## src/rtl/synth_cfg_defs.svh

```systemverilog
// Purpose: offsets, field positions and reset values of the synth config bank
// Assumes: byte-wide register port, 9-bit byte address
// Notes:   definitions only
`ifndef SYNTH_CFG_DEFS_SVH
`define SYNTH_CFG_DEFS_SVH

`define TUNING_OFFSET_BYTE3_ADDR     9'h068
`define PHASE_STATUS_BYTE0_ADDR      9'h07d
`define PHASE_STATUS_BYTE1_ADDR      9'h07e
`define PHASE_STATUS_BYTE2_ADDR      9'h07f
`define PHASE_STATUS_BYTE3_ADDR      9'h080
`define SYNTH_ENABLE_BYPASS_ADDR     9'h100
`define SYNTH_DIVIDER_SELECT_ADDR    9'h101
`define SYNTH_INPUT_MUX_ADDR         9'h102
`define SYNTH_PHASE_STEP_SELECT_ADDR 9'h103

`define REG_RESET_VALUE              8'h00

`define SECOND_DIVIDER_ENABLE_BIT    2
`define SECOND_PATH_BYPASS_BIT       1
`define SECOND_RATIO_MSB             7
`define SECOND_RATIO_LSB             4
`define FIRST_RATIO_MSB              3
`define FIRST_RATIO_LSB              0
`define INPUT_SELECT_MSB             2
`define INPUT_SELECT_LSB             0
`define PHASE_DOWN_BIT_POS           7
`define PHASE_DOWN_SRC_MSB           6
`define PHASE_DOWN_SRC_LSB           4
`define PHASE_UP_BIT_POS             3
`define PHASE_UP_SRC_MSB             2
`define PHASE_UP_SRC_LSB             0

`endif

```

## src/rtl/synth_cfg_pkg.sv

```systemverilog
// Purpose: types shared by the synth config bank
// Assumes: nothing
// Notes:   codes are the documented field encodings
package synth_cfg_pkg;

    typedef enum logic [2:0] {
        MUX_CRYSTAL    = 3'b000,
        MUX_INPUT_ONE  = 3'b001,
        MUX_INPUT_TWO  = 3'b010,
        MUX_INPUT_THREE = 3'b011,
        MUX_LOOP_IN1_BYP = 3'b100,
        MUX_LOOP_IN1_NONE = 3'b101,
        MUX_LOOP_XTAL_BYP = 3'b110,
        MUX_LOOP_NONE  = 3'b111
    } input_select_t;

    // synth input source
    typedef enum logic [2:0] {
        SRC_CRYSTAL   = 3'b000,
        SRC_CLOCK_ONE = 3'b001,
        SRC_CLOCK_TWO = 3'b010,
        SRC_CLOCK_THREE = 3'b011,
        SRC_LOOP      = 3'b100
    } synth_source_t;

    // bypass-mux source
    typedef enum logic [2:0] {
        BYP_NONE      = 3'b000,
        BYP_CRYSTAL   = 3'b001,
        BYP_CLOCK_ONE = 3'b010,
        BYP_CLOCK_TWO = 3'b011,
        BYP_CLOCK_THREE = 3'b100
    } bypass_source_t;

endpackage

```

## src/rtl/pll_status_and_synth_config.sv

```systemverilog
// Purpose: status and synthesizer configuration register bank, one channel
// Assumes: byte register port synchronous to clk_i, 40 MHz
// Notes:   reads return data one cycle after rd_en_i
//
// Operation
// - tuning offset bits 31:24 readable at 0x68, read-only, reset zero.
// - 32-bit phase word over 0x7d..0x80, low byte at lowest address.
// - phase word follows present phase detector output.
// - one phase LSB is two to minus ten nanoseconds.
// - positive when input leads feedback, negative when it lags.
// - second divider enabled only if global enable, its enable, no bypass.
// - bypass set routes bypass mux to second path, else second divider.
// - second ratio bits 7:4, 4 to 7.5 by halves then 8 to 15.
// - first ratio bits 3:0, same mapping as second.
// - code 000 crystal; 001-011 input clocks to synth and bypass mux.
// - codes 110/111 loop to synth; 110 crystal to bypass, 111 none.
// - codes 100/101 loop to synth; 100 input one to bypass, 101 none.
// - loop may power down when mux code top bit is zero.
// - decrement source bits 6:4: register bit, pins zero to three, unused.
// - decrement phase on every edge of decrement source.
// - increment phase on every edge of increment source.
// - decrement moves output edge earlier.
// - increment moves output edge later.
// - register increment bit 3 is source when bits 2:0 are 000.
`include "synth_cfg_defs.svh"
module pll_status_and_synth_config import synth_cfg_pkg::*; (
    input  wire logic        clk_i,
    input  wire logic        rst_n_i,
    input  wire logic [8:0]  addr_i,
    input  wire logic        wr_en_i,
    input  wire logic        rd_en_i,
    input  wire logic [7:0]  wr_data_i,
    output logic      [7:0]  rd_data_o,
    input  wire logic [31:0] tuning_offset_status_i,
    input  wire logic [31:0] phase_detect_i,
    input  wire logic        synth_global_enable_i,
    input  wire logic [3:0]  gpio_i,
    output logic             second_divider_on_o,
    output logic             second_path_bypass_o,
    output logic [4:0]       first_half_ratio_o,
    output logic [4:0]       second_half_ratio_o,
    output synth_source_t    synth_source_o,
    output bypass_source_t   bypass_source_o,
    output logic             loop_power_down_ok_o,
    output logic             phase_earlier_o,
    output logic             phase_later_o
);
    // ---------------------------------------------------------------
    // configuration registers
    // ---------------------------------------------------------------
    logic [7:0]  enable_bypass_q;
    logic [7:0]  divider_select_q;
    logic [2:0]  input_select_q;
    logic [7:0]  phase_step_select_q;
    logic [31:0] phase_status_q;
    logic [7:0]  tuning_offset_q;
    logic        down_step;
    logic        up_step;
    logic [4:0]  first_half;
    logic [4:0]  second_half;
    logic        bypass_sel;

    always_ff @(posedge clk_i or negedge rst_n_i) begin
        if (!rst_n_i) begin
            enable_bypass_q     <= `REG_RESET_VALUE;
            divider_select_q    <= `REG_RESET_VALUE;
            input_select_q      <= 3'h0;
            phase_step_select_q <= `REG_RESET_VALUE;
        end else if (wr_en_i) begin
            unique case (addr_i)
                `SYNTH_ENABLE_BYPASS_ADDR:
                    enable_bypass_q <= {5'h00, wr_data_i[2:1], 1'b0};
                `SYNTH_DIVIDER_SELECT_ADDR:    divider_select_q    <= wr_data_i;
                `SYNTH_INPUT_MUX_ADDR:
                    input_select_q <= wr_data_i[`INPUT_SELECT_MSB:`INPUT_SELECT_LSB];
                `SYNTH_PHASE_STEP_SELECT_ADDR: phase_step_select_q <= wr_data_i;
                default: ;
            endcase
        end
    end

    // ---------------------------------------------------------------
    // status capture
    // ---------------------------------------------------------------
    // detector sign convention (input leads = positive, 2^-10 ns LSB) kept as is
    always_ff @(posedge clk_i or negedge rst_n_i) begin
        if (!rst_n_i) begin
            phase_status_q  <= 32'h0000_0000;
            tuning_offset_q <= `REG_RESET_VALUE;
        end else begin
            phase_status_q  <= phase_detect_i;
            tuning_offset_q <= tuning_offset_status_i[31:24];
        end
    end

    // ---------------------------------------------------------------
    // read port
    // ---------------------------------------------------------------
    always_ff @(posedge clk_i or negedge rst_n_i) begin
        if (!rst_n_i) begin
            rd_data_o <= 8'h00;
        end else if (rd_en_i) begin
            unique case (addr_i)
                `TUNING_OFFSET_BYTE3_ADDR:     rd_data_o <= tuning_offset_q;
                `PHASE_STATUS_BYTE0_ADDR:      rd_data_o <= phase_status_q[7:0];
                `PHASE_STATUS_BYTE1_ADDR:      rd_data_o <= phase_status_q[15:8];
                `PHASE_STATUS_BYTE2_ADDR:      rd_data_o <= phase_status_q[23:16];
                `PHASE_STATUS_BYTE3_ADDR:      rd_data_o <= phase_status_q[31:24];
                `SYNTH_ENABLE_BYPASS_ADDR:     rd_data_o <= enable_bypass_q;
                `SYNTH_DIVIDER_SELECT_ADDR:    rd_data_o <= divider_select_q;
                `SYNTH_INPUT_MUX_ADDR:         rd_data_o <= {5'h00, input_select_q};
                `SYNTH_PHASE_STEP_SELECT_ADDR: rd_data_o <= phase_step_select_q;
                default:                       rd_data_o <= 8'h00;
            endcase
        end
    end

    // ---------------------------------------------------------------
    // divider control
    // ---------------------------------------------------------------
    assign bypass_sel = enable_bypass_q[`SECOND_PATH_BYPASS_BIT];
    assign second_divider_on_o = synth_global_enable_i
        & enable_bypass_q[`SECOND_DIVIDER_ENABLE_BIT] & ~bypass_sel;
    assign second_path_bypass_o = bypass_sel;

    ratio_decode u_first_ratio (
        .code_i       (divider_select_q[`FIRST_RATIO_MSB:`FIRST_RATIO_LSB]),
        .half_ratio_o (first_half)
    );
    ratio_decode u_second_ratio (
        .code_i       (divider_select_q[`SECOND_RATIO_MSB:`SECOND_RATIO_LSB]),
        .half_ratio_o (second_half)
    );
    assign first_half_ratio_o  = first_half;
    assign second_half_ratio_o = second_half;

    // ---------------------------------------------------------------
    // input mux decode
    // ---------------------------------------------------------------
    // 111/101 leave the bypass mux idle; software must keep bypass at 0
    always_comb begin
        unique case (input_select_t'(input_select_q))
            MUX_CRYSTAL: begin
                synth_source_o  = SRC_CRYSTAL;
                bypass_source_o = BYP_NONE;
            end
            MUX_INPUT_ONE: begin
                synth_source_o  = SRC_CLOCK_ONE;
                bypass_source_o = BYP_CLOCK_ONE;
            end
            MUX_INPUT_TWO: begin
                synth_source_o  = SRC_CLOCK_TWO;
                bypass_source_o = BYP_CLOCK_TWO;
            end
            MUX_INPUT_THREE: begin
                synth_source_o  = SRC_CLOCK_THREE;
                bypass_source_o = BYP_CLOCK_THREE;
            end
            MUX_LOOP_IN1_BYP: begin
                synth_source_o  = SRC_LOOP;
                bypass_source_o = BYP_CLOCK_ONE;
            end
            MUX_LOOP_IN1_NONE: begin
                synth_source_o  = SRC_LOOP;
                bypass_source_o = BYP_NONE;
            end
            MUX_LOOP_XTAL_BYP: begin
                synth_source_o  = SRC_LOOP;
                bypass_source_o = BYP_CRYSTAL;
            end
            MUX_LOOP_NONE: begin
                synth_source_o  = SRC_LOOP;
                bypass_source_o = BYP_NONE;
            end
        endcase
    end

    assign loop_power_down_ok_o = ~input_select_q[2];

    // ---------------------------------------------------------------
    // phase stepping
    // ---------------------------------------------------------------
    step_edge_detect u_down_step (
        .clk_i     (clk_i),
        .rst_n_i   (rst_n_i),
        .src_sel_i (phase_step_select_q[`PHASE_DOWN_SRC_MSB:`PHASE_DOWN_SRC_LSB]),
        .reg_bit_i (phase_step_select_q[`PHASE_DOWN_BIT_POS]),
        .gpio_i    (gpio_i),
        .step_o    (down_step)
    );
    step_edge_detect u_up_step (
        .clk_i     (clk_i),
        .rst_n_i   (rst_n_i),
        .src_sel_i (phase_step_select_q[`PHASE_UP_SRC_MSB:`PHASE_UP_SRC_LSB]),
        .reg_bit_i (phase_step_select_q[`PHASE_UP_BIT_POS]),
        .gpio_i    (gpio_i),
        .step_o    (up_step)
    );

    // pulses registered; one cycle per source transition
    always_ff @(posedge clk_i or negedge rst_n_i) begin
        if (!rst_n_i) begin
            phase_earlier_o <= 1'b0;
            phase_later_o   <= 1'b0;
        end else begin
            phase_earlier_o <= down_step;
            phase_later_o   <= up_step;
        end
    end

    // ---------------------------------------------------------------
    // checks
    // ---------------------------------------------------------------
    a_tuning_byte_read: assert property (@(posedge clk_i) disable iff (!rst_n_i)
        rd_en_i && addr_i == `TUNING_OFFSET_BYTE3_ADDR
        |=> rd_data_o == $past(tuning_offset_status_i[31:24], 2))
        else $error("tuning byte read wrong");

    a_phase_low_byte: assert property (@(posedge clk_i) disable iff (!rst_n_i)
        rd_en_i && addr_i == `PHASE_STATUS_BYTE0_ADDR
        |=> rd_data_o == $past(phase_detect_i[7:0], 2))
        else $error("phase low byte wrong");

    a_phase_byte_one: assert property (@(posedge clk_i) disable iff (!rst_n_i)
        rd_en_i && addr_i == `PHASE_STATUS_BYTE1_ADDR
        |=> rd_data_o == $past(phase_detect_i[15:8], 2))
        else $error("phase byte one wrong");

    a_phase_byte_two: assert property (@(posedge clk_i) disable iff (!rst_n_i)
        rd_en_i && addr_i == `PHASE_STATUS_BYTE2_ADDR
        |=> rd_data_o == $past(phase_detect_i[23:16], 2))
        else $error("phase byte two wrong");

    a_read_data_hold: assert property (@(posedge clk_i) disable iff (!rst_n_i)
        !rd_en_i
        |=> $stable(rd_data_o))
        else $error("read data changed without read");

    a_phase_top_byte: assert property (@(posedge clk_i) disable iff (!rst_n_i)
        rd_en_i && addr_i == `PHASE_STATUS_BYTE3_ADDR
        |=> rd_data_o == $past(phase_detect_i[31:24], 2))
        else $error("phase top byte wrong");

    a_phase_sign_kept: assert property (@(posedge clk_i) disable iff (!rst_n_i)
        ##1 phase_status_q[31] == $past(phase_detect_i[31]))
        else $error("phase sign changed");

    a_divider_enable: assert property (@(posedge clk_i) disable iff (!rst_n_i)
        second_divider_on_o |-> synth_global_enable_i && !second_path_bypass_o)
        else $error("second divider enabled illegally");

    a_divider_all_set: assert property (@(posedge clk_i) disable iff (!rst_n_i)
        synth_global_enable_i && enable_bypass_q[`SECOND_DIVIDER_ENABLE_BIT] && !bypass_sel
        |-> second_divider_on_o)
        else $error("second divider not enabled");

    a_bypass_write: assert property (@(posedge clk_i) disable iff (!rst_n_i)
        wr_en_i && addr_i == `SYNTH_ENABLE_BYPASS_ADDR
        |=> second_path_bypass_o == $past(wr_data_i[1]))
        else $error("bypass not written");

    a_ratio_top_codes: assert property (@(posedge clk_i) disable iff (!rst_n_i)
        divider_select_q[7] |-> second_half_ratio_o == {divider_select_q[7:4], 1'b0})
        else $error("second ratio decode wrong");

    a_ratio_mid_code: assert property (@(posedge clk_i) disable iff (!rst_n_i)
        divider_select_q[7:4] == 4'h7
        |-> second_half_ratio_o == 5'h0f)
        else $error("second ratio half step wrong");

    a_divider_write: assert property (@(posedge clk_i) disable iff (!rst_n_i)
        wr_en_i && addr_i == `SYNTH_DIVIDER_SELECT_ADDR
        |=> divider_select_q == $past(wr_data_i))
        else $error("divider select not written");

    a_ratio_low_codes: assert property (@(posedge clk_i) disable iff (!rst_n_i)
        divider_select_q[3:0] == 4'h1 |-> first_half_ratio_o == 5'h09)
        else $error("first ratio decode wrong");

    a_first_top_code: assert property (@(posedge clk_i) disable iff (!rst_n_i)
        divider_select_q[3:0] == 4'hf
        |-> first_half_ratio_o == 5'h1e)
        else $error("first ratio top code wrong");

    a_crystal_select: assert property (@(posedge clk_i) disable iff (!rst_n_i)
        input_select_q == 3'b000 |-> synth_source_o == SRC_CRYSTAL)
        else $error("crystal source decode wrong");

    a_input_one_select: assert property (@(posedge clk_i) disable iff (!rst_n_i)
        input_select_q == 3'b001
        |-> synth_source_o == SRC_CLOCK_ONE && bypass_source_o == BYP_CLOCK_ONE)
        else $error("input one decode wrong");

    a_mux_write: assert property (@(posedge clk_i) disable iff (!rst_n_i)
        wr_en_i && addr_i == `SYNTH_INPUT_MUX_ADDR
        |=> input_select_q == $past(wr_data_i[2:0]))
        else $error("input mux not written");

    a_loop_select: assert property (@(posedge clk_i) disable iff (!rst_n_i)
        input_select_q[2] |-> synth_source_o == SRC_LOOP && !loop_power_down_ok_o)
        else $error("loop source decode wrong");

    a_crystal_bypass: assert property (@(posedge clk_i) disable iff (!rst_n_i)
        input_select_q == 3'b110
        |-> bypass_source_o == BYP_CRYSTAL)
        else $error("crystal bypass decode wrong");

    a_loop_no_bypass: assert property (@(posedge clk_i) disable iff (!rst_n_i)
        input_select_q == 3'b111
        |-> bypass_source_o == BYP_NONE)
        else $error("idle bypass decode wrong");

    a_master_one_bypass: assert property (@(posedge clk_i) disable iff (!rst_n_i)
        input_select_q == 3'b100
        |-> bypass_source_o == BYP_CLOCK_ONE)
        else $error("input one bypass decode wrong");

    a_power_down_ok: assert property (@(posedge clk_i) disable iff (!rst_n_i)
        !input_select_q[2]
        |-> loop_power_down_ok_o)
        else $error("power down flag wrong");

    a_step_select_write: assert property (@(posedge clk_i) disable iff (!rst_n_i)
        wr_en_i && addr_i == `SYNTH_PHASE_STEP_SELECT_ADDR
        |=> phase_step_select_q == $past(wr_data_i))
        else $error("step select not written");

    a_unused_no_step: assert property (@(posedge clk_i) disable iff (!rst_n_i)
        (phase_step_select_q[6:4] == 3'b111) [*5]
        |-> !phase_earlier_o)
        else $error("unused source stepped");

    a_down_bit_step: assert property (@(posedge clk_i) disable iff (!rst_n_i)
        phase_step_select_q[6:4] == 3'b000 && $past(phase_step_select_q[6:4]) == 3'b000
        && $changed(phase_step_select_q[7])
        ##1 (phase_step_select_q[6:4] == 3'b000) [*2] |=> phase_earlier_o)
        else $error("decrement step missing");

    a_up_bit_step: assert property (@(posedge clk_i) disable iff (!rst_n_i)
        phase_step_select_q[2:0] == 3'b000 && $past(phase_step_select_q[2:0]) == 3'b000
        && $changed(phase_step_select_q[3])
        ##1 (phase_step_select_q[2:0] == 3'b000) [*2] |=> phase_later_o)
        else $error("increment step missing");

    a_down_single: assert property (@(posedge clk_i) disable iff (!rst_n_i)
        phase_earlier_o |=> !phase_earlier_o)
        else $error("decrement step repeated");
endmodule

```

## src/rtl/ratio_decode.sv

```systemverilog
// Purpose: decode a 4-bit divider ratio code into half-units
// Assumes: result is ratio times two
// Notes:   codes 0-7 give 4..7.5 by halves, 8-15 give 8..15
module ratio_decode (
    input  wire logic [3:0] code_i,
    output logic      [4:0] half_ratio_o
);
    always_comb begin
        if (code_i[3]) begin
            half_ratio_o = {code_i, 1'b0};
        end else begin
            half_ratio_o = 5'h08 + {2'h0, code_i[2:0]};
        end
    end
endmodule

```

## src/rtl/step_edge_detect.sv

```systemverilog
// Purpose: pick a phase-step source, synchronise it, flag both edges
// Assumes: pins asynchronous to clk_i
// Notes:   codes 101-111 select a constant low, so never step
module step_edge_detect (
    input  wire logic       clk_i,
    input  wire logic       rst_n_i,
    input  wire logic [2:0] src_sel_i,
    input  wire logic       reg_bit_i,
    input  wire logic [3:0] gpio_i,
    output logic            step_o
);
    logic       raw;
    logic [2:0] sync_q;

    always_comb begin
        unique case (src_sel_i)
            3'b000:  raw = reg_bit_i;
            3'b001:  raw = gpio_i[0];
            3'b010:  raw = gpio_i[1];
            3'b011:  raw = gpio_i[2];
            3'b100:  raw = gpio_i[3];
            default: raw = 1'b0;
        endcase
    end

    // sync_q[0] feeds only sync_q[1]
    always_ff @(posedge clk_i or negedge rst_n_i) begin
        if (!rst_n_i) begin
            sync_q <= 3'h0;
        end else begin
            sync_q <= {sync_q[1:0], raw};
        end
    end

    assign step_o = sync_q[2] ^ sync_q[1];
endmodule

```

## config.mk

```make
export PLATFORM = sky130hd
export DESIGN_NAME = pll_status_and_synth_config
export DESIGN_NICKNAME = d
export VERILOG_FILES = /design/src/rtl/synth_cfg_pkg.sv /design/src/rtl/pll_status_and_synth_config.sv /design/src/rtl/ratio_decode.sv /design/src/rtl/step_edge_detect.sv
export VERILOG_INCLUDE_DIRS = /design/src /design/src/rtl
export SDC_FILE = /design/constraint.sdc
export NUM_CORES = 1
export LEC_CHECK = 0
export ABC_AREA = 0
export BUFFER_PORTS_ARGS = -buffer_cell sky130_fd_sc_hd__buf_2
export CAP_MARGIN = 20
export CORE_ASPECT_RATIO = 1.5
export CORE_MARGIN = 5
export CORE_UTILIZATION = 53
export DETAILED_ROUTE_END_ITERATION = 8
export PLACE_DENSITY = 0.95
export SYNTH_ARGS = -nofsm -noshare
export SYNTH_HDL_FRONTEND = slang
export SYNTH_HIERARCHICAL = 1
export SYNTH_SLANG_ARGS = --single-unit
export TNS_END_PERCENT = 100
```

## constraint.sdc

```tcl
create_clock -name clk_i -period 2.6 [get_ports clk_i]
set_clock_uncertainty 0.05 [all_clocks]
set_input_delay 0 -clock clk_i [delete_from_list [all_inputs] [get_ports clk_i]]
set_output_delay 0 -clock clk_i [all_outputs]
set_load 0.005 [all_outputs]
```

# After elaboration in Yosys (flattened, before gate mapping)
# Memories as Yosys holds them, arrays and structs flattened.
# Index checks and enable logic that the tools add are counted.
# totals
ff_bits	77
romBits	48
out_inout_bits	29
elab_cells	48
memories	1
# memory_table
name	words	width	rd	rd_clocked_by_memory_dff	write_ports	line_no	text
(no name shown)	8	6	1	0	0	pll_status_and_synth_config.sv:142	unique case (input_select_t'(input_select_q))
# op_classes
n_addsub	2
n_eq_ne	17
mux	5
n_bitwise	6
reduce_logical	6
# ops
op	n
one-hot mux 8 bit (9 select lines)	1
== test 9 x 7 -> 1 bit (second input constant)	4
== test 9 bit (second input constant)	4
== test 3 x 2 -> 1 bit (second input constant)	4
adder 4 x 3 -> 5 bit (first input constant)	2
2-to-1 mux 5 bit	2
one-hot mux 1 bit (5 select lines)	2
== test 9 x 8 -> 1 bit (second input constant)	1
AND reduction 2 bit	4
== test 3 x 1 -> 1 bit (second input constant)	2
== test 3 bit (second input constant)	2
logical NOT 3 bit	2
AND 1 bit	2
NOT 1 bit	2
bitwise XOR 1 bit	2

# Longest topological paths before layout
# Gate-level depths: netlist of run 1.
# logic_depth
ltp_word	2
ltp_mapped	7
ltp_nobuf	4

# By module
# Netlist of run 1, hierarchy kept.
# modules_own_cells
module	n_inst	cells_per_inst	area_per_inst_um2	seq_area_each_um2
pll_status_and_synth_config	1	232	2997.9	1776.7
step_edge_detect	2	10	137.6	75.1
ratio_decode	2	5	45.0	0.0

# Worst setup path after synthesis of run 1
# Ideal clock, no wire load.
# synth_timing
kind	in2reg
startpoint	in addr_i[2]
endpoint	reg divider_select_q[0]
setup_time_ps	125
arrival_ps	1191
required_ps	2425
setup_slack_ps	1234
path_stages	5
path_buffers	1
cell_sequence	buf_2 -> nor2_1 -> nand4_4 -> nor3b_4 -> mux2_2
# synth_between
elab_chain_cells	2
# synth_rtl
element	line_no	text
start, declared	pll_status_and_synth_config.sv:29	input wire logic [8:0] addr_i,
== test 9 bit	pll_status_and_synth_config.sv:70	unique case (addr_i)
AND reduction 2 bit (no source line)	n/a	
end signal, assigned	pll_status_and_synth_config.sv:66	divider_select_q <= `REG_RESET_VALUE;
end signal, assigned	pll_status_and_synth_config.sv:73	`SYNTH_DIVIDER_SELECT_ADDR: divider_select_q <= wr_data_i;
end, declared	pll_status_and_synth_config.sv:52	logic [7:0] divider_select_q;
# Every way passes these cells.
# A chain may end at the register's enable or synchronous reset.

# Final worst setup path of run 1
# layout_timing
startpoint	reg phase_step_select_q[4]
endpoint	reg u_down_step.sync_q[0]
# layout_between
elab_chain_cells	2
# layout_rtl
element	line_no	text
start, declared	pll_status_and_synth_config.sv:54	logic [7:0] phase_step_select_q;
start signal, assigned	pll_status_and_synth_config.sv:68	phase_step_select_q <= `REG_RESET_VALUE;
start signal, assigned	pll_status_and_synth_config.sv:76	`SYNTH_PHASE_STEP_SELECT_ADDR: phase_step_select_q <= wr_data_i;
== test 3 bit (tied with other cells)	step_edge_detect.sv:16	unique case (src_sel_i)
one-hot mux 1 bit (5 select lines) (*)	step_edge_detect.sv:16	
named net u_down_step.raw	step_edge_detect.sv:12	logic raw;
end signal, assigned	step_edge_detect.sv:31	sync_q <= {sync_q[1:0], raw};
end, declared	step_edge_detect.sv:13	logic [2:0] sync_q;
# The timed path passes the listed nets; every way through them passes the cells marked *.

==> results.json, run 1 <==
{
  "cap_viol_max_count": 0,
  "crit_type": "flop to flop",
  "synthArstFlopShare_pct": 100,
  "p_total_w": 0.00248,
  "tns_ns": 0,
  "drc": 0,
  "ys_seq_area_share_pct": 57.3,
  "place_inst": 415,
  "cp-start-kind": "flop",
  "fp.dieH_um": 108,
  "setup_viol": 0,
  "ys_types": 45,
  "final_cells": 484,
  "design.core.area_um2": 6170,
  "fmax_mhz": 607,
  "vias": 2630,
  "final_nets": 498,
  "grtUsageTotal_pct": 22.3,
  "ys.flop_type": "dfrtp_1",
  "drt_wl_total_um": 8320,
  "initial_core_util_pct": 54.5,
  "antennaDiodeCount": 0,
  "place_hpwl_um": 5370,
  "place_congestion": 0.784,
  "syn_area_per_cell_um2": 12.8,
  "clock_sinks": 77,
  "cts_tree": "done",
  "grt_pass1_wl_um": 13500,
  "ir_drop_uv": 551,
  "grt.overflow.total": 0,
  "fin_area_um2": 4570,
  "drt_first_pass_iters": 5,
  "htree_levels": 3,
  "placementRows": 35,
  "ant_nets": 0,
  "finalMaxSlewViolations": 0,
  "ioPinCount": 119,
  "status": "finished, final reports clean",
  "vias_per_cell": 5.43,
  "seq_area_um2": 1930,
  "max-slew-margin-rel_pct": 37.6,
  "yosys.area.top_type": "dfrtp_1",
  "yosys_warnings": 6,
  "num-fill-cells": 394,
  "min_path_type": "input port to flop",
  "rsz0062_at_grt": "false",
  "power_density_nw_per_um2": 543,
  "antenna_found_initial": 0,
  "place_area_um2": 3830,
  "cts.path.max_buffers": 2,
  "cp_max_fo": 5,
  "yosysTopAreaCellShare_pct": 57.3,
  "drive_above_1_share_pct": 36.8,
  "routedWlPerCell_um": 17.2,
  "p_leak_nw": 2.20,
  "min_period_ns": 1.65,
  "syn_area_um2": 3360,
  "tightest_slew_ns": 0.936,
  "synth-edff-count": 0,
  "first_global_vias": 2801,
  "grt_max_degree": 78,
  "final_common_cell": "buf_2",
  "multiInputGateArea_um2": 1320,
  "ys_seq_elements": 77,
  "cts_root_buffer": "clkbuf_8",
  "fin_ws_ns": 0.952,
  "chipWidth_um": 75.0,
  "critPathCaptureType": "flop",
  "areaGrowthSynthToFinish_pct": 36.0,
  "synthCells": 262,
  "required_ns": 2.79,
  "worst-endpoint-arrival_ns": 1.84,
  "cts_buffers": 9,
  "port_buffers": 94,
  "synth.area.top_cells": "dfrtp_1 (57%), mux2_2 (9.4%), mux2i_1 (5.4%)",
  "cts_resized": 0,
  "clk_latency_ns": 0.35,
  "final_cell_mix": "buf_2 (93), dfrtp_1 (77), dlygate4sd3_1 (53)",
  "drtIter0Drc": 106,
  "hold_viol_final": 0,
  "dieArea_um2": 8070,
  "layout_worst_path_cycle_share_pct": 63.4,
  "cts.clk_slew.worst_paths_ns": 0.08,
  "dp_slack_ns": 0.852,
  "syn_nets": 355
}
layout make-up:
| type | count | area share [%] |
|---|---|---|
| inverters | 5 | 0.410 |
| multi-input cells | 165 | 28.9 |
| clock inverters | 6 | 1.53 |
| repair buffers | 147 | 21.9 |
| clock buffers | 10 | 3.01 |
| flip-flops and latches | 77 | 42.1 |
| well taps | 74 | 2.02 |
metrics by stage:
stage	hold slack [ns]	util (%)
3_5_place_dp	0.0593	62.1
3_3_place_gp	0.0580	62.1
2_1_floorplan	-0.346	-
4_1_cts	0.0227	74.1
6_report	0.0310	74.1
5_1_grt	0.0532	74.1
cells in the mapped netlist (2+ instances only):
cell,number
a21oi_1,17
a311oi_1,3
and2b_2,2
and3_1,2
buf_2,8
buf_4,3
buf_6,2
dfrtp_1,77
ha_1,3
inv_1,5
mux2_2,28
mux2_4,2
mux2i_1,18
nand2_1,2
nand2b_1,3
nand3_1,3
nand3b_1,2
nand3b_2,2
nand4_1,8
nor2_1,23
nor2b_1,2
o21ai_0,9
o2bb2ai_1,8
o311ai_1,2
or4b_1,7
xor2_1,2
metal layers:
layer | vias up | track usage (%) | wire [um]
met1 | 1301 | 24.2 | 3010
met4 | 0 | 7.63 | 167
li1 | 1231 | - | -
met5 | - | 0 | 0
met2 | 85 | 41.1 | 4700
met3 | 13 | 5.05 | 444
where the power goes:
group | switching (W) | internal [W]
combinational | 0.000129 | 0.000151
clock | 0.000444 | 0.000474
sequential | 0.0000295 | 0.00125
registers in the layout (all words and copies together) (netlist names):
| register | cells |
|---|---|
| divider_select_q | 8 |
| enable_bypass_q | 2 |
| input_select_q | 3 |
| phase_earlier_o | 1 |
| phase_later_o | 1 |
| phase_status_q | 32 |
| phase_step_select_q | 8 |
| rd_data_o | 8 |
| tuning_offset_q | 8 |
| u_down_step/sync_q | 3 |
| u_up_step/sync_q | 3 |
critical path, stage by stage (launching register included):
cell and delay, ns:
dfrtp_1 0.44, mux2_4 0.32, nand3b_2 0.07, o311ai_1 0.09, dlygate4sd3_1 0.57
worst paths after layout:
check / from / to / slack [ns] / cells past startpoint
min in group asynchronous: rst_n_i / divider_select_q[1] / 0.26 / 2
worst min-delay path: gpio_i[2] / u_up_step/sync_q[0] / 0.03 / 4
worst min register to register: u_up_step/sync_q[0] / u_up_step/sync_q[1] / 0.31 / 0
max in group asynchronous: rst_n_i / u_up_step/sync_q[2] / 1.61 / 2
worst max register to register: phase_step_select_q[4] / u_down_step/sync_q[0] / 0.95 / 4
worst max-delay path: phase_step_select_q[4] / u_down_step/sync_q[0] / 0.95 / 4
timing repair:
action                                  CTS  global route
hold endpoints to repair                148             0
setup buffers                             0             0
hold buffers                             53             0
endpoints found under the setup margin    0             0
kinds of logic (layout without fill, tap and decap cells):
| kind of cell | after synthesis | in the layout | synth area share (%) |
|---|---|---|---|
| buffers and inverters | 20 | 168 | 3.35 |
| muxes | 48 | 48 | 15.6 |
| and+or+nand+nor | 68 | 68 | 13.7 |
| adders and majority gates | 3 | 3 | 1.12 |
| AOI/OAI and AO/OA | 44 | 44 | 8.45 |
| xor gates and xnor gates | 2 | 2 | 0.521 |
| DFF | 77 | 77 | 57.3 |
(Power assumes the default switching activity.)
==> run 2: changes to the inputs <==
--- a/config.mk
+++ b/config.mk
@@ -6,14 +6,14 @@
 export SDC_FILE = /design/constraint.sdc
 export NUM_CORES = 1
 export LEC_CHECK = 0
-export ABC_AREA = 0
+export ABC_AREA = 1
 export BUFFER_PORTS_ARGS = -buffer_cell sky130_fd_sc_hd__buf_2
 export CAP_MARGIN = 20
 export CORE_ASPECT_RATIO = 1.5
 export CORE_MARGIN = 5
-export CORE_UTILIZATION = 53
+export CORE_UTILIZATION = 50
 export DETAILED_ROUTE_END_ITERATION = 8
-export PLACE_DENSITY = 0.95
+export PLACE_DENSITY = 0.92
 export SYNTH_ARGS = -nofsm -noshare
 export SYNTH_HDL_FRONTEND = slang
 export SYNTH_HIERARCHICAL = 1
==> constraint.sdc (replaced) <==
create_clock -name clk_i -period 1.7 [get_ports clk_i]
set_clock_uncertainty 0.05 [all_clocks]
set_input_delay 0 -clock clk_i [delete_from_list [all_inputs] [get_ports clk_i]]
set_output_delay 0 -clock clk_i [all_outputs]
set_load 0.005 [all_outputs]
==> run 2 against run 1 <==
Effect of this change:
- clock power is 49% higher
- area after synthesis is 1.1% higher
- core utilization is 3.0 points lower
- flip-flop and latch count stayed put
- critical path depth is 3 higher
- die area is 6.4% higher
- non-clock buffer count is 3 higher
- global-route usage is 1.1 points higher
- critical endpoint is now u_up_step/sync_q[0]
- highest routed layer unchanged
==> results.json, run 2 <==
{
  "port_buffers": 94,
  "p_leak_nw": 2.55,
  "ys_seq_area_share_pct": 56.7,
  "ys_types": 24,
  "grtUsageTotal_pct": 23.4,
  "setup_viol": 0,
  "cp_max_fo": 5,
  "grt.overflow.total": 0,
  "synth.area.top_cells": "dfrtp_1 (57%), nand2_1 (13%), nand3_1 (9.3%)",
  "routedWlPerCell_um": 15.1,
  "critPathMaxStageDelay_ns": 0.56,
  "drt_first_pass_iters": 5,
  "pwr-share-seq_pct": 52.8,
  "cts_tree": "done",
  "cp-start-kind": "flop",
  "fin_ws_ns": 0.173,
  "grt_pass1_wl_um": 15700,
  "clock_sinks": 77,
  "yosys_warnings": 6,
  "areaGrowthSynthToFinish_pct": 37.4,
  "crit_path_frequent_cell": "nand2_1",
  "dp_slack_ns": 0.260,
  "ys.flop_type": "dfrtp_1",
  "worst-endpoint-arrival_ns": 1.73,
  "ir_drop_uv": 867,
  "yosys.area.top_type": "dfrtp_1",
  "num-fill-cells": 479,
  "swShare_pct": 24.7,
  "synthCells": 402,
  "p_int_w": 0.00278,
  "crit_slowest_cell": "dlygate4sd3_1",
  "synth-edff-count": 0,
  "placementRows": 36,
  "critPathCaptureType": "flop",
  "power_frac_comb_pct": 10.0,
  "synthArstFlopShare_pct": 100,
  "required_ns": 1.90,
  "htree_levels": 3,
  "seq_area_um2": 1930,
  "cts_buffers": 9,
  "chipWidth_um": 77.3,
  "design.core.area_um2": 6580,
  "rsz0062_at_grt": "false",
  "fin_hold_ws_ns": 0.0326,
  "place_hpwl_um": 6290,
  "drc": 0,
  "min_path_type": "input port to flop",
  "cap_viol_max_count": 0,
  "p_clk_share_pct": 37.1,
  "grt_max_degree": 78,
  "status": "finished, final reports clean",
  "syn_nets": 495,
  "vias_per_cell": 5.00,
  "tns_ns": 0,
  "cts.clk_slew.worst_paths_ns": 0.08,
  "power_density_nw_per_um2": 791,
  "hold_viol_final": 0,
  "drtIter0Drc": 196,
  "multiInputGateArea_um2": 1190,
  "finalMaxSlewViolations": 0,
  "final_common_cell": "nand2_1",
  "syn_area_per_cell_um2": 8.46,
  "yosysTopAreaCellShare_pct": 56.7,
  "max-slew-margin-rel_pct": 65.9,
  "cts_root_buffer": "clkbuf_8",
  "initial_core_util_pct": 51.7,
  "min_period_ns": 1.53,
  "syn_area_um2": 3400,
  "dieArea_um2": 8580,
  "vias": 3168,
  "p_total_w": 0.00370,
  "clk_latency_ns": 0.36,
  "antenna_found_initial": 0,
  "antennaDiodeCount": 0,
  "layout_worst_path_cycle_share_pct": 89.8,
  "final_nets": 646,
  "drive_above_1_share_pct": 23.8,
  "largest_register": "phase_status_q",
  "fp.dieH_um": 111,
  "yosysMostFrequentCell": "nand2_1",
  "drt_wl_total_um": 9590,
  "ioPinCount": 119,
  "cts.path.max_buffers": 2,
  "place_congestion": 0.857,
  "final_cell_mix": "nand2_1 (116), buf_2 (94), dfrtp_1 (77)",
  "crit_type": "flop to flop",
  "path_cells": "inv_2, nand2_1, nand3_1, dlygate4sd3_1, nand2_1, nand2_1, nand2_1",
  "ys_seq_elements": 77,
  "largest_reg_flops": 32,
  "ant_nets": 0,
  "fmax_mhz": 655,
  "synth_common_cells": "nand2_1 (116), dfrtp_1 (77), nand3_1 (63)",
  "first_global_vias": 3376,
  "tightest_slew_ns": 0.509,
  "post-cts-setup-buffer-count": 0,
  "p_switching_w": 0.000914
}
## run 2: cells by family after synthesis
group | after synthesis | share of synthesized area [%]
fa+ha+maj | 3 | 1.10
flops | 77 | 56.7
compound gates | 25 | 3.68
xor+xnor | 2 | 0.515
buf+inv | 68 | 8.43
simple gates | 227 | 29.6
## run 2: area by class of cell
cell class | count | area share (%)
clock buffers | 9 | 2.65
clock inverters | 7 | 1.53
inverters | 58 | 4.66
multi-input cells | 257 | 25.4
flip-flops and latches | 77 | 41.2
well taps | 76 | 2.03
repair buffers | 150 | 22.5
## run 2: path summary, 6_finish.rpt
check / start / end / slack [ns] / cells past startpoint
hold / removal: addr_i[1] / enable_bypass_q[2] / 0.03 / 4
hold reg to reg: u_up_step/sync_q[0] / u_up_step/sync_q[1] / 0.30 / 0
max in group asynchronous: rst_n_i / rd_data_o[5] / 1.13 / 3
setup / recovery: phase_step_select_q[0] / u_up_step/sync_q[0] / 0.17 / 7
min in group asynchronous: rst_n_i / phase_earlier_o / 0.15 / 3
setup reg to reg: phase_step_select_q[0] / u_up_step/sync_q[0] / 0.17 / 7
## run 2: repair_timing
item,in CTS,in global routing
resized for setup,0,0
endpoints found under the hold margin,148,0
hold buffers,54,0
## run 2: critical path, delay by kind of cell, from the launching register on
| kind | cells | cell delay [ns] |
|---|---|---|
| and+or+nand+nor | 5 | 0.26 |
| buffers and inverters | 2 | 0.66 |
| DFF | 1 | 0.45 |
## run 2: power groups by stage
stage	logic, W	registers, W	clock network [W]
2_1_floorplan	0.0000998	0.00198	0
3_3_place_gp	0.000260	0.00198	0
3_5_place_dp	0.000270	0.00199	0
4_1_cts	0.000365	0.00195	0.00140
5_1_grt	0.000415	0.00196	0.00147
6_report	0.000371	0.00195	0.00137
## run 2: per-layer routing
layer / wire (um) / track usage (%) / vias up
li1: - / - / 1549
met1: 3220 / 23.1 / 1442
met2: 5330 / 42.7 / 140
met3: 564 / 5.37 / 37
met4: 475 / 14.4 / 0
met5: 0 / 0 / -
## run 2: stage by stage
step | util, % | area (um^2) | instances
final | 71.1 | 4670 | 634
after global routing | 71.1 | 4670 | 634
after CTS | 71.1 | 4670 | 634
after detailed placement | 59.9 | 3940 | 564
after global placement | 59.9 | 3940 | 564
after floorplan | - | 3400 | 402
==> run 3: changes to the inputs <==
--- a/config.mk
+++ b/config.mk
@@ -10,10 +10,9 @@
 export BUFFER_PORTS_ARGS = -buffer_cell sky130_fd_sc_hd__buf_2
 export CAP_MARGIN = 20
 export CORE_ASPECT_RATIO = 1.5
-export CORE_MARGIN = 5
-export CORE_UTILIZATION = 50
+export CORE_UTILIZATION = 45
 export DETAILED_ROUTE_END_ITERATION = 8
-export PLACE_DENSITY = 0.92
+export PLACE_DENSITY = 0.88
 export SYNTH_ARGS = -nofsm -noshare
 export SYNTH_HDL_FRONTEND = slang
 export SYNTH_HIERARCHICAL = 1
==> constraint.sdc (replaced) <==
create_clock -name clk_i -period 1.2 [get_ports clk_i]
set_clock_uncertainty 0.05 [all_clocks]
set_input_delay 0 -clock clk_i [delete_from_list [all_inputs] [get_ports clk_i]]
set_output_delay 0 -clock clk_i [all_outputs]
set_load 0.005 [all_outputs]
==> run 3 against run 2 <==
Effect of this change:
- the flow now finishes with violations (hold timing, setup timing)
- critical path type is now flop to output port
- die area fell by 7.8%
- combinational power rose by 60%
- clock power rose by 44%
- final area rose by 7.8%
- non-clock buffer count rose by 28
- global-route usage rose by 3.0 points
- worst setup slack got worse by 0.28 ns
==> results.json, run 3 (synthesized netlist as in run 2, its figures left out) <==
{
  "ir_drop_uv": 836,
  "grt_pass1_wl_um": 15100,
  "final_util_pct": 69.2,
  "drc": 0,
  "cap_viol_max_count": 0,
  "cts.path.max_buffers": 2,
  "final_cell_mix": "nand2_1 (112), buf_2 (93), dfrtp_1 (76)",
  "grt.overflow.total": 0,
  "routedWlPerCell_um": 14.3,
  "clk_latency_ns": 0.36,
  "rrSetupSlack_ns": -0.01,
  "p_leak_nw": 2.71,
  "drt_first_pass_iters": 4,
  "rsz0062_at_grt": "true",
  "final_common_cell": "nand2_1",
  "grt_max_degree": 41,
  "placementRows": 38,
  "place_hpwl_um": 6420,
  "clock_sinks": 77,
  "crit_slowest_cell": "dfrtp_1",
  "vias_per_cell": 4.82,
  "fmax_mhz": 767,
  "dieArea_um2": 7920,
  "drive_above_1_share_pct": 30.0,
  "max-slew-margin-rel_pct": 80.0,
  "setup_viol": 4,
  "grtUsageTotal_pct": 26.4,
  "largest_register": "phase_status_q",
  "violations": "hold timing, setup timing",
  "cts_buffers": 9,
  "fin_ws_ns": -0.104,
  "path_cells": "inv_2, ha_4, nand2_2, nand2_1, buf_2",
  "cp_max_fo": 2,
  "worst-path-buf-inv": 2,
  "place_area_um2": 4170,
  "fin_area_um2": 5040,
  "power_density_nw_per_um2": 1060,
  "rr_worst_depth": 8,
  "final_cells": 687,
  "required_ns": 1.15,
  "largest_reg_flops": 32,
  "dp_slack_ns": -0.0790,
  "cts_tree": "done",
  "vias": 3308,
  "ioPinCount": 119,
  "chipWidth_um": 73.0,
  "initial_core_util_pct": 46.7,
  "final_nets": 674,
  "cp.depth": 5,
  "critPathCaptureType": "output port",
  "r2r_start": "input_select_q[1]",
  "r2r_end": "rd_data_o[1]",
  "fp.dieH_um": 108,
  "antenna_found_initial": 1,
  "min_period_ns": 1.30,
  "tightest_slew_ns": 0.300,
  "place_congestion": 0.841,
  "tns_ns": -0.227,
  "crit_type": "flop to output port",
  "min_path_type": "input port to async pin",
  "worst-endpoint-arrival_ns": 1.25,
  "critPathMaxStageDelay_ns": 0.41,
  "first_global_vias": 3337,
  "hold_viol_final": 7,
  "areaGrowthSynthToFinish_pct": 48.1,
  "cts_root_buffer": "clkbuf_8",
  "cts.clk_slew.worst_paths_ns": 0.08,
  "place_inst": 611,
  "finalMaxSlewViolations": 0,
  "drtIter0Drc": 213,
  "cp-start-kind": "flop",
  "fin_hold_ws_ns": -0.00110,
  "cp-endpoint": "bypass_source_o[1]",
  "drt_wl_total_um": 9820,
  "ant_nets": 0,
  "port_buffers": 94,
  "layout_worst_path_cycle_share_pct": 109,
  "status": "finished with violations",
  "critPathTopFamily": "flip-flops",
  "htree_levels": 3,
  "design.core.area_um2": 7270,
  "crit_start": "input_select_q[0]"
}
==> run 3: cell types whose count changed in the layout (fill, tap and decap cells not counted), moves of 4 or more <==
cell | before | now
buf_6 | 0 | 8
buf_4 | 0 | 21
nand2_2 | 1 | 5
nand2_1 | 116 | 112
==> run 3: repair_timing <==
action,in CTS,in global routing
endpoints found under the setup margin,7,11
hold buffers,52,0
gates resized for setup,9,15
buffers inserted,7,1
hold endpoints to repair,148,0
pin swaps,2,16
==> run 3: worst min-delay path by stage <==
stage	startpoint	end	slack, ns	cells after the start
after CTS	rst_n_i	u_down_step/sync_q[2]	0.000003	2
after detailed placement	rst_n_i	u_down_step/sync_q[2]	-0.15	1
final	rst_n_i	phase_step_select_q[4]	-0.001	2
after floorplan	rst_n_i	divider_select_q[0]	-0.35	0
after global routing	rst_n_i	phase_earlier_o	0.02	2
after global placement	rst_n_i	phase_earlier_o	-0.15	1
==> run 3: layer usage <==
metal,wire length [um],global-route usage (%)
met3,444,4.66
met5,0,0
met2,5530,50.4
met4,419,14.8
met1,3430,25.8
==> run 3: power by group <==
group	internal [W]	switching [W]	leakage, nW
logic	0.000313	0.000280	1.63
clock network	0.000982	0.000987	0.0988
registers	0.00271	0.0000565	0.977
total	0.00400	0.00132	2.71
==> run 3: metrics by stage <==
stage | power (W) | hold WS [ns]
final | 0.00532 | -0.00110
after global routing | 0.00552 | 0.0245
after CTS | 0.00530 | 0.00000333
after detailed placement | 0.00324 | -0.151
after global placement | 0.00322 | -0.149
after floorplan | 0.00294 | -0.346
==> run 3: area by class of cell <==
cell class / count / area (um^2)
diodes: 1 / 2.50
clock inverters: 6 / 71.3
inverters: 58 / 218
well taps: 100 / 125
clock buffers: 10 / 128
repair buffers: 178 / 1310
fillers: 557 / 2240
flip-flops and latches: 77 / 1930
multi-input cells: 257 / 1250
